--- src/shared/dgo_defs.svh ---
// constants of the global operation-control block: offsets, fields, reset and timing
`ifndef DGO_DEFS_SVH
`define DGO_DEFS_SVH

// ----------------------------------------------------------------
// register map
// ----------------------------------------------------------------
`define DGO_OPER_OFFSET     12'h000
`define DGO_DECODE_MSB      11
`define DGO_OPER_RESET      32'h00000000
`define DGO_OPER_WMASK      32'h3301003c

// ----------------------------------------------------------------
// field positions
// ----------------------------------------------------------------
`define DGO_PACE_HI_BIT     29
`define DGO_PACE_LO_BIT     28
`define DGO_PRIO_HI_BIT     25
`define DGO_PRIO_LO_BIT     24
`define DGO_AE_BIT          18
`define DGO_NONMASKABLE_EVENT_FLAG_BIT        17
`define DGO_DME_BIT         16
`define DGO_RC0_BIT         5
`define DGO_RC3_BIT         2

// ----------------------------------------------------------------
// bus encodings
// ----------------------------------------------------------------
`define DGO_HSIZE_WORD      3'h2
`define DGO_HRESP_OKAY      1'h0

// ----------------------------------------------------------------
// intermittent pacing, in external bus clocks, and the channel treated as last served after reset, so rotation starts from the one after it
// ----------------------------------------------------------------
`define DGO_PACE16_CLKS     7'h10
`define DGO_PACE64_CLKS     7'h40
`define DGO_CHAN_LAST_RESET 2'h3

`endif

--- src/shared/dgo_pkg.sv ---
// types of the global operation-control block
`default_nettype none

package dgo_pkg;

    // ----------------------------------------------------------------
    // transfer sequencer
    // ----------------------------------------------------------------
    typedef enum logic {
        DGO_ST_IDLE,
        DGO_ST_ACTIVE
    } dgo_xfer_state_t;

    // ----------------------------------------------------------------
    // field encodings
    // ----------------------------------------------------------------
    typedef enum logic [1:0] {
        DGO_PRIO_FIXED1 = 2'h0,
        DGO_PRIO_FIXED2 = 2'h1,
        DGO_PRIO_RC_SEL = 2'h2,
        DGO_PRIO_RR_ALL = 2'h3
    } dgo_prio_mode_t;

    typedef enum logic [1:0] {
        DGO_PACE_NORMAL = 2'h0,
        DGO_PACE_RSVD   = 2'h1,
        DGO_PACE_INT16  = 2'h2,
        DGO_PACE_INT64  = 2'h3
    } dgo_pace_mode_t;

endpackage

`default_nettype wire

--- src/verilog/dgo_arbiter.sv ---
// channel priority picker: fixed orders and round-robin among selected channels
`timescale 1ns/1ps
`default_nettype none

module dgo_arbiter
    import dgo_pkg::*;
(
    // configuration
    input  wire logic [1:0] prio_mode,
    input  wire logic [3:0] round_robin_select_bits,
    input  wire logic [1:0] last_chan,
    // requests and pick
    input  wire logic [3:0] req,
    output logic            pick_valid,
    output logic [1:0]      pick_chan
);

    logic [1:0] order [4];
    logic [1:0] rot   [4];
    logic [3:0] rr_set;
    logic [2:0] n_rot;
    logic [2:0] used;
    logic [1:0] c;

    // ----------------------------------------------------------------
    // build the priority order, highest first
    // ----------------------------------------------------------------
    always_comb begin
        rr_set = 4'h0;
        n_rot  = 3'h0;
        used   = 3'h0;
        c      = 2'h0;
        for (int i = 0; i < 4; i++) begin
            order[i] = 2'(i);
            rot[i]   = 2'(i);
        end
        unique case (dgo_prio_mode_t'(prio_mode))
            DGO_PRIO_FIXED1: rr_set = 4'h0;
            DGO_PRIO_FIXED2: begin
                order[0] = 2'h0;
                order[1] = 2'h2;
                order[2] = 2'h3;
                order[3] = 2'h1;
            end
            DGO_PRIO_RC_SEL: rr_set = round_robin_select_bits;
            DGO_PRIO_RR_ALL: rr_set = 4'hf;
        endcase
        // rotation only applies once the finished channel is itself selected
        if (rr_set[last_chan]) begin
            for (int i = 1; i <= 4; i++) begin
                c = last_chan + 2'(i);
                if (rr_set[c]) begin
                    rot[n_rot[1:0]] = c;
                    n_rot = n_rot + 3'h1;
                end
            end
            for (int s = 0; s < 4; s++) begin
                if (rr_set[s]) begin
                    order[s] = rot[used[1:0]];
                    used = used + 3'h1;
                end
            end
        end
        pick_valid = 1'b0;
        pick_chan  = 2'h0;
        for (int s = 3; s >= 0; s--) begin
            if (req[order[s]]) begin
                pick_valid = 1'b1;
                pick_chan  = order[s];
            end
        end
    end

endmodule

`default_nettype wire

--- src/verilog/dgo_top.sv ---
// global operation-control register, arbitration and pacing of a four-channel dma
`timescale 1ns/1ps
`default_nettype none
`include "dgo_defs.svh"

module dgo_top
    import dgo_pkg::*;
(
    // clock and reset
    input  wire logic        hclk,
    input  wire logic        hresetn,
    // ahb-lite slave
    input  wire logic        hsel,
    input  wire logic [31:0] haddr,
    input  wire logic [1:0]  htrans,
    input  wire logic        hwrite,
    input  wire logic [2:0]  hsize,
    input  wire logic [31:0] hwdata,
    input  wire logic        hready,
    output logic             hreadyout,
    output logic             hresp,
    output logic [31:0]      hrdata,
    // power state
    input  wire logic        chip_standby,
    input  wire logic        module_standby,
    // pins
    input  wire logic        nmi_pin,
    input  wire logic        ext_bus_clk_pin,
    // per-channel status and the all-channel cycle-steal mode from the channel registers
    input  wire logic [3:0]  channel_transfer_enable,
    input  wire logic [3:0]  transfer_end_flag,
    input  wire logic        all_cycle_steal,
    // transfer engine
    input  wire logic [3:0]  chan_req,
    input  wire logic        unit_done,
    input  wire logic        addr_error,
    output logic [3:0]       chan_grant,
    output logic             xfer_halted
);

    // ----------------------------------------------------------------
    // register fields
    // ----------------------------------------------------------------
    logic [1:0]      pace_q;
    logic [1:0]      prio_q;
    logic [3:0]      rc_q;
    logic            ae_q;
    logic            nonmaskable_event_flag_q;
    logic            dme_q;
    logic            ae_armed_q;
    logic            nonmaskable_event_flag_armed_q;

    // ----------------------------------------------------------------
    // bus state
    // ----------------------------------------------------------------
    logic            wr_pend_q;
    logic            rd_pend_q;
    logic            hit_q;
    logic            hready_q;
    logic [31:0]     hrdata_q;

    // ----------------------------------------------------------------
    // synchronisers and pacing
    // ----------------------------------------------------------------
    logic            nmi_s1_q;
    logic            nmi_s2_q;
    logic            nmi_s3_q;
    logic            ebc_s1_q;
    logic            ebc_s2_q;
    logic            ebc_s3_q;
    logic [6:0]      pace_cnt_q;

    // ----------------------------------------------------------------
    // sequencer
    // ----------------------------------------------------------------
    dgo_xfer_state_t state_q;
    logic [1:0]      cur_q;
    logic [1:0]      last_q;
    logic [3:0]      grant_q;
    logic            halted_q;

    logic            frozen;
    logic            addr_ok;
    logic            wr_do;
    logic            cfg_change;
    logic            nmi_event;
    logic            ebc_rise;
    logic            pace_ok;
    logic [3:0]      eligible;
    logic            start_ok;
    logic            pick_valid;
    logic [1:0]      pick_chan;
    logic            ae_set;
    logic            nonmaskable_event_flag_set;

    // ----------------------------------------------------------------
    // helpers
    // ----------------------------------------------------------------
    function automatic logic [31:0] oper_value(
        input logic [1:0] pace,
        input logic [1:0] prio,
        input logic [3:0] rc,
        input logic       ae,
        input logic       nonmaskable_event_flag,
        input logic       master_transfer_enable
    );
        logic [31:0] v;
        v = 32'h00000000;
        v[`DGO_PACE_HI_BIT:`DGO_PACE_LO_BIT] = pace;
        v[`DGO_PRIO_HI_BIT:`DGO_PRIO_LO_BIT] = prio;
        v[`DGO_AE_BIT]   = ae;
        v[`DGO_NONMASKABLE_EVENT_FLAG_BIT] = nonmaskable_event_flag;
        v[`DGO_DME_BIT]  = master_transfer_enable;
        for (int n = 0; n < 4; n++) begin
            v[`DGO_RC0_BIT - n] = rc[n];
        end
        return v;
    endfunction

    function automatic logic [3:0] onehot(input logic [1:0] ch);
        return 4'h1 << ch;
    endfunction

    // ----------------------------------------------------------------
    // ahb-lite slave
    // ----------------------------------------------------------------
    assign frozen  = chip_standby | module_standby;
    assign addr_ok = (haddr[`DGO_DECODE_MSB:0] == `DGO_OPER_OFFSET);
    assign wr_do   = wr_pend_q & hit_q & ~frozen;

    // reads get one wait state so a write just before is always visible
    always_ff @(posedge hclk or negedge hresetn) begin
        if (!hresetn) begin
            wr_pend_q <= 1'b0;
            rd_pend_q <= 1'b0;
            hit_q     <= 1'b0;
            hready_q  <= 1'b1;
            hrdata_q  <= 32'h00000000;
        end else begin
            wr_pend_q <= 1'b0;
            if (rd_pend_q) begin
                rd_pend_q <= 1'b0;
                hready_q  <= 1'b1;
                hrdata_q  <= hit_q ? oper_value(pace_q, prio_q, rc_q, ae_q, nonmaskable_event_flag_q, dme_q)
                                   : 32'h00000000;
            end else if (hsel && htrans[1] && hready) begin
                hit_q <= addr_ok;
                if (hwrite) begin
                    wr_pend_q <= (hsize == `DGO_HSIZE_WORD);
                end else begin
                    rd_pend_q <= 1'b1;
                    hready_q  <= 1'b0;
                end
            end
        end
    end

    assign hreadyout = hready_q;
    assign hrdata    = hrdata_q;

    always_ff @(posedge hclk or negedge hresetn) begin
        if (!hresetn) begin
            hresp <= `DGO_HRESP_OKAY;
        end else begin
            hresp <= `DGO_HRESP_OKAY;
        end
    end

    // ----------------------------------------------------------------
    // control fields
    // ----------------------------------------------------------------
    assign cfg_change = wr_do &&
        ((hwdata[`DGO_PRIO_HI_BIT:`DGO_PRIO_LO_BIT] != prio_q) ||
         (hwdata[`DGO_RC0_BIT] != rc_q[0]) || (hwdata[`DGO_RC0_BIT-1] != rc_q[1]) ||
         (hwdata[`DGO_RC0_BIT-2] != rc_q[2]) || (hwdata[`DGO_RC3_BIT] != rc_q[3]));

    always_ff @(posedge hclk or negedge hresetn) begin
        if (!hresetn) begin
            pace_q <= 2'(`DGO_OPER_RESET >> `DGO_PACE_LO_BIT);
            prio_q <= 2'h0;
            rc_q   <= 4'h0;
            dme_q  <= 1'b0;
        end else if (wr_do) begin
            pace_q <= hwdata[`DGO_PACE_HI_BIT:`DGO_PACE_LO_BIT];
            prio_q <= hwdata[`DGO_PRIO_HI_BIT:`DGO_PRIO_LO_BIT];
            dme_q  <= hwdata[`DGO_DME_BIT];
            for (int n = 0; n < 4; n++) begin
                rc_q[n] <= hwdata[`DGO_RC0_BIT - n];
            end
        end
    end

    // ----------------------------------------------------------------
    // status flags
    // ----------------------------------------------------------------
    assign ae_set   = addr_error & (state_q == DGO_ST_ACTIVE) & ~frozen;
    assign nonmaskable_event_flag_set = nmi_event & ~frozen;

    always_ff @(posedge hclk or negedge hresetn) begin
        if (!hresetn) begin
            ae_q <= 1'b0;
        end else if (ae_set) begin
            ae_q <= 1'b1;
        end else if (wr_do && ae_armed_q && !hwdata[`DGO_AE_BIT]) begin
            ae_q <= 1'b0;
        end
    end

    always_ff @(posedge hclk or negedge hresetn) begin
        if (!hresetn) begin
            nonmaskable_event_flag_q <= 1'b0;
        end else if (nonmaskable_event_flag_set) begin
            nonmaskable_event_flag_q <= 1'b1;
        end else if (wr_do && nonmaskable_event_flag_armed_q && !hwdata[`DGO_NONMASKABLE_EVENT_FLAG_BIT]) begin
            nonmaskable_event_flag_q <= 1'b0;
        end
    end

    // a read returning one arms the clear; any word-size write that hits the register outside standby disarms it
    always_ff @(posedge hclk or negedge hresetn) begin
        if (!hresetn) begin
            ae_armed_q   <= 1'b0;
            nonmaskable_event_flag_armed_q <= 1'b0;
        end else if (rd_pend_q && hit_q) begin
            ae_armed_q   <= ae_q;
            nonmaskable_event_flag_armed_q <= nonmaskable_event_flag_q;
        end else if (wr_do) begin
            ae_armed_q   <= 1'b0;
            nonmaskable_event_flag_armed_q <= 1'b0;
        end
    end

    // ----------------------------------------------------------------
    // pin synchronisers
    // ----------------------------------------------------------------
    always_ff @(posedge hclk or negedge hresetn) begin
        if (!hresetn) begin
            nmi_s1_q <= 1'b0;
            nmi_s2_q <= 1'b0;
            nmi_s3_q <= 1'b0;
            ebc_s1_q <= 1'b0;
            ebc_s2_q <= 1'b0;
            ebc_s3_q <= 1'b0;
        end else begin
            nmi_s1_q <= nmi_pin;
            nmi_s2_q <= nmi_s1_q;
            nmi_s3_q <= nmi_s2_q;
            ebc_s1_q <= ext_bus_clk_pin;
            ebc_s2_q <= ebc_s1_q;
            ebc_s3_q <= ebc_s2_q;
        end
    end

    assign nmi_event = nmi_s2_q & ~nmi_s3_q;
    assign ebc_rise  = ebc_s2_q & ~ebc_s3_q;

    // ----------------------------------------------------------------
    // intermittent pacing
    // ----------------------------------------------------------------
    // counts external bus clocks since the last start, saturating at the long interval
    always_ff @(posedge hclk or negedge hresetn) begin
        if (!hresetn) begin
            pace_cnt_q <= `DGO_PACE64_CLKS;
        end else if (!frozen) begin
            if (state_q == DGO_ST_IDLE && start_ok && pick_valid) begin
                pace_cnt_q <= 7'h00;
            end else if (ebc_rise && pace_cnt_q != `DGO_PACE64_CLKS) begin
                pace_cnt_q <= pace_cnt_q + 7'h01;
            end
        end
    end

    always_comb begin
        pace_ok = 1'b1;
        if (all_cycle_steal) begin
            unique case (dgo_pace_mode_t'(pace_q))
                DGO_PACE_NORMAL: pace_ok = 1'b1;
                DGO_PACE_RSVD:   pace_ok = 1'b1;
                DGO_PACE_INT16:  pace_ok = (pace_cnt_q >= `DGO_PACE16_CLKS);
                DGO_PACE_INT64:  pace_ok = (pace_cnt_q >= `DGO_PACE64_CLKS);
            endcase
        end
    end

    // ----------------------------------------------------------------
    // arbitration
    // ----------------------------------------------------------------
    assign eligible = chan_req & channel_transfer_enable & ~transfer_end_flag;
    assign start_ok = dme_q & ~ae_q & ~nonmaskable_event_flag_q & pace_ok & ~frozen;

    dgo_arbiter u_arbiter (
        .prio_mode               (prio_q),
        .round_robin_select_bits (rc_q),
        .last_chan               (last_q),
        .req                     (eligible),
        .pick_valid              (pick_valid),
        .pick_chan               (pick_chan)
    );

    // ----------------------------------------------------------------
    // transfer sequencer
    // ----------------------------------------------------------------
    always_ff @(posedge hclk or negedge hresetn) begin
        if (!hresetn) begin
            state_q <= DGO_ST_IDLE;
            cur_q   <= 2'h0;
            grant_q <= 4'h0;
        end else if (!frozen) begin
            unique case (state_q)
                DGO_ST_IDLE: begin
                    if (start_ok && pick_valid) begin
                        state_q <= DGO_ST_ACTIVE;
                        cur_q   <= pick_chan;
                        grant_q <= onehot(pick_chan);
                    end
                end
                DGO_ST_ACTIVE: begin
                    if (!dme_q || !channel_transfer_enable[cur_q] || ae_q || ae_set) begin
                        state_q <= DGO_ST_IDLE;
                        grant_q <= 4'h0;
                    end else if (unit_done) begin
                        state_q <= DGO_ST_IDLE;
                        grant_q <= 4'h0;
                    end
                end
            endcase
        end
    end

    // finished channel drives rotation; a priority reconfiguration restarts it
    always_ff @(posedge hclk or negedge hresetn) begin
        if (!hresetn) begin
            last_q <= `DGO_CHAN_LAST_RESET;
        end else if (cfg_change) begin
            last_q <= `DGO_CHAN_LAST_RESET;
        end else if (state_q == DGO_ST_ACTIVE && unit_done && !frozen) begin
            last_q <= cur_q;
        end
    end

    always_ff @(posedge hclk or negedge hresetn) begin
        if (!hresetn) begin
            halted_q <= 1'b0;
        end else begin
            halted_q <= ae_q | nonmaskable_event_flag_q | ~dme_q;
        end
    end

    assign chan_grant  = grant_q;
    assign xfer_halted = halted_q;

endmodule

`default_nettype wire

--- config.mk ---
export PLATFORM = sky130hd
export DESIGN_NAME = dgo_top
export DESIGN_NICKNAME = d
export VERILOG_FILES = /design/src/shared/dgo_pkg.sv /design/src/verilog/dgo_arbiter.sv /design/src/verilog/dgo_top.sv
export VERILOG_INCLUDE_DIRS = /design/src /design/src/shared
export SDC_FILE = /design/constraint.sdc
export NUM_CORES = 1
export LEC_CHECK = 0
export ABC_CLOCK_PERIOD_IN_PS = 4700
export BUFFER_PORTS_ARGS = -buffer_cell sky130_fd_sc_hd__buf_2
export CORE_ASPECT_RATIO = 1.75
export CORE_MARGIN = 1.5
export CORE_UTILIZATION = 45
export DETAILED_ROUTE_END_ITERATION = 8
export HOLD_SLACK_MARGIN = 0.15
export PLACE_DENSITY = 0.75
export SETUP_SLACK_MARGIN = 0.3
export SYNTH_ARGS = -nofsm -noshare
export SYNTH_HDL_FRONTEND = slang
export SYNTH_SLANG_ARGS = --single-unit
--- constraint.sdc ---
create_clock -name hclk -period 4.7 [get_ports hclk]
set_clock_uncertainty 0.05 [all_clocks]
set_input_delay 0.705 -clock hclk [delete_from_list [all_inputs] [get_ports hclk]]
set_output_delay 0.705 -clock hclk [all_outputs]
set_load 0.01 [all_outputs]
==> out/metrics.cfg <==
[worst_hold_path]
hold_path.class=flop to flop
hold_depth=0
hp-start=ebc_s1_q

[routing]
first_pass_iters=5
vias=3742
via_per_inst=5.84
initialDrtViolationCount=314
highest_layer=met4
wl_met2_um=5960
routedLengthMet1_um=3890
drcViolationCount=0
dr_wl_met3_um=411
wl_per_cell_um=17.1
wl_um=11000
ant_nets=0

[global_routing]
grt_max_degree=52
grt_pass1_wl_um=17200
grt_usage_pct=23.6
grt_pass1_vias=3696
antenna_found_initial=0
gr-total-overflow=0

[clock_network]
cts.clk_slew.worst_paths_ps=70
clock_latency_ps=300
clock_path_buffers=2
cts_buffers=5
cts-root-buf=clkbuf_16
cts_hold_buffers=0
cts_num_sinks=51
htreeDepth=2
cts_tree=done

[synthesis]
avgSynthCellArea_sq_um=8.89
synth_edf_count=0
synthArstFlopShare_pct=100
syn_inst=440
synth-seq-cells=51
synth_warnings=0
synthFlopType=dfrtp_1
syn_area_sq_um=3910
synth.distinct_cells=82
seq_area_frac_synth_pct=32.7

[floorplan]
initial_core_util_pct=46.8
coreArea_sq_um=8370
dieHeight_um=126
dieArea_sq_um=9290
die_x_um=73.5
rows=44
ios=132

[layout]
drive_above_1_share_pct=33.5
syn2layout_area_growth_pct=23.6
finalNetCount=627
antennaDiodeCount=0
fill_cells=757
utilization_pct=57.8

[power_and_ir_drop]
power_density_nw_per_um2=271
finalPower_mw=1.31
irDropWorstVdd_mv=0.268
p_leak_nw=2.17

[setup_path]
cp_slowest_cell=dfstp_2
reg2reg_depth=16
crit_chain=mux2_2 > o211ai_1 > nand2_1 > ha_4 > buf_4 > nand2b_1 > a311oi_1 > a31oi_1 > a31oi_1 > o21ai_0 > o311ai_4 > a211oi_2 > nor4_4 > a41oi_4 > buf_4 > a32o_1
required_ps=4830
setup.worst_path.end_class=flop
critical_path_class=flop to flop
cp-startpoint=last_q[0]
arrival_ps=4420
critPathBufInv=2
path_max_fanout=8
cp-start-kind=flop
reg2reg_from=last_q[0]
critical-path-top-delay-family=compound AO/OA/AOI/OAI gates
r2r_slack_ps=410
cp.depth=16
cp_slowest_stage_delay_ps=580

[sta]
fmax_ghz=0.233
rsz0062_at_grt=false
hold_violations=0
tightest_slew_ps=765
finalSetupViolCount=0
hold_ws_ps=303
maxSlewViolCount=0
min_period_over_period_pct=91.3
relSlewSlack_pct=48.4
min_period_ps=4290

[outcome]
status=finished, final reports clean

[placed_design]
hpwl_um=8060
gp_congestion=0.955
numPortBuffers=67

[job]
drv_cap=0

-- metal layers --
layer | up-vias | global-route usage (%)
met5 | - | 0
met4 | 0 | 15.7
met3 | 54 | 2.38
met2 | 148 | 41.5
met1 | 1796 | 25.7
li1 | 1744 | -
-- cell families (layout without fill, tap and decap cells) --
logic type / after synthesis / in the layout / share of synthesized area (%)
XOR/XNOR: 12 / 12 / 2.69
multiplexers: 21 / 21 / 7.00
AND/OR/NAND/NOR: 143 / 143 / 19.3
AO/OA/AOI/OAI: 127 / 127 / 25.3
adder cells (fa/ha/maj): 9 / 9 / 2.88
buffers and inverters: 76 / 141 / 10.1
other: 1 / 22 / 0.0958
flip-flops: 51 / 51 / 32.7
-- worst paths after layout --
path	to
max in group asynchronous	hrdata[17]
max reg2reg	chan_grant[1]
max	chan_grant[1]
min	ebc_s2_q
min in group asynchronous	pace_cnt_q[2]
min reg2reg	ebc_s2_q
-- area by class of cell --
class	count	area (sq um)	share of cell area, %
well taps	115	144	2.97
inverters	32	120	2.48
multi-input cells	334	2550	52.8
clock buffers	5	125	2.59
repair buffers	101	591	12.2
flip-flops and latches	51	1280	26.5
clock inverters	3	22.5	0.465
-- sequential cells by signal, summed over array words and instances (netlist names), 2 cells and up --
register	cells
chan_grant	4
cur_q	2
hrdata	11
last_q	2
pace_cnt_q	7
pace_q	2
prio_q	2
rc_q	4
-- power breakdown --
| part | total, mW | internal [mW] | switching [mW] |
|---|---|---|---|
| registers | 0.486 | 0.463 | 0.0228 |
| logic | 0.452 | 0.202 | 0.250 |
| clock network | 0.371 | 0.201 | 0.171 |
-- what timing repair did --
| item | in CTS | in global routing |
|---|---|---|
| buffers inserted | 1 | 17 |
| pin swaps | 2 | 20 |
| gates resized for setup | 11 | 34 |
| setup endpoints to repair | 14 | 12 |
| gates cloned | 0 | 0 |
-- synth_stat cells (7+ instances only) --
cell | n | area, sq um
a21oi_1 | 9 | 45.0
a31oi_1 | 8 | 50.1
buf_4 | 22 | 165
clkbuf_1 | 15 | 56.3
dfrtp_1 | 47 | 1180
ha_1 | 9 | 113
inv_1 | 30 | 113
mux2_2 | 9 | 101
nand2_1 | 32 | 120
nand2b_1 | 7 | 43.8
nand3_1 | 21 | 105
nor2_1 | 31 | 116
nor3_1 | 9 | 45.0
o211ai_1 | 7 | 52.6
o21ai_0 | 29 | 145
xnor2_1 | 7 | 61.3
-- stage by stage --
stage / worst slack (ps) / area, sq um / instances / setup TNS, ps
6_report: 411 / 4840 / 641 / 0
4_1_cts: 328 / 4540 / 624 / 0
2_1_floorplan: 342 / 3990 / 461 / 0
5_1_grt: 202 / 4840 / 641 / 0
3_5_place_dp: -20.6 / 4320 / 615 / -38.1
3_3_place_gp: 105 / 4320 / 615 / 0
-- cell usage in the layout, fill, tap and decap left out, types with 6 or more instances in the layout --
cell type,count
a211oi_2,6
a21oi_1,9
a31oi_1,7
buf_2,67
buf_4,34
conb_1,22
dfrtp_1,47
ha_1,6
inv_1,29
mux2_2,10
mux2i_1,6
nand2_1,32
nand2b_1,6
nand3_1,21
nor2_1,30
nor3_1,9
o211ai_1,7
o21ai_0,25
o21ai_1,6
xnor2_1,7
-- worst reg2reg max path: cells and delay by family, from the launching register on --
kind / cells / cell delay, ps
flops: 1 / 580
buf+inv: 2 / 380
compound gates: 9 / 1750
simple gates: 3 / 770
mux: 1 / 340
fa+ha+maj: 1 / 300
(Power assumes the default switching activity.)
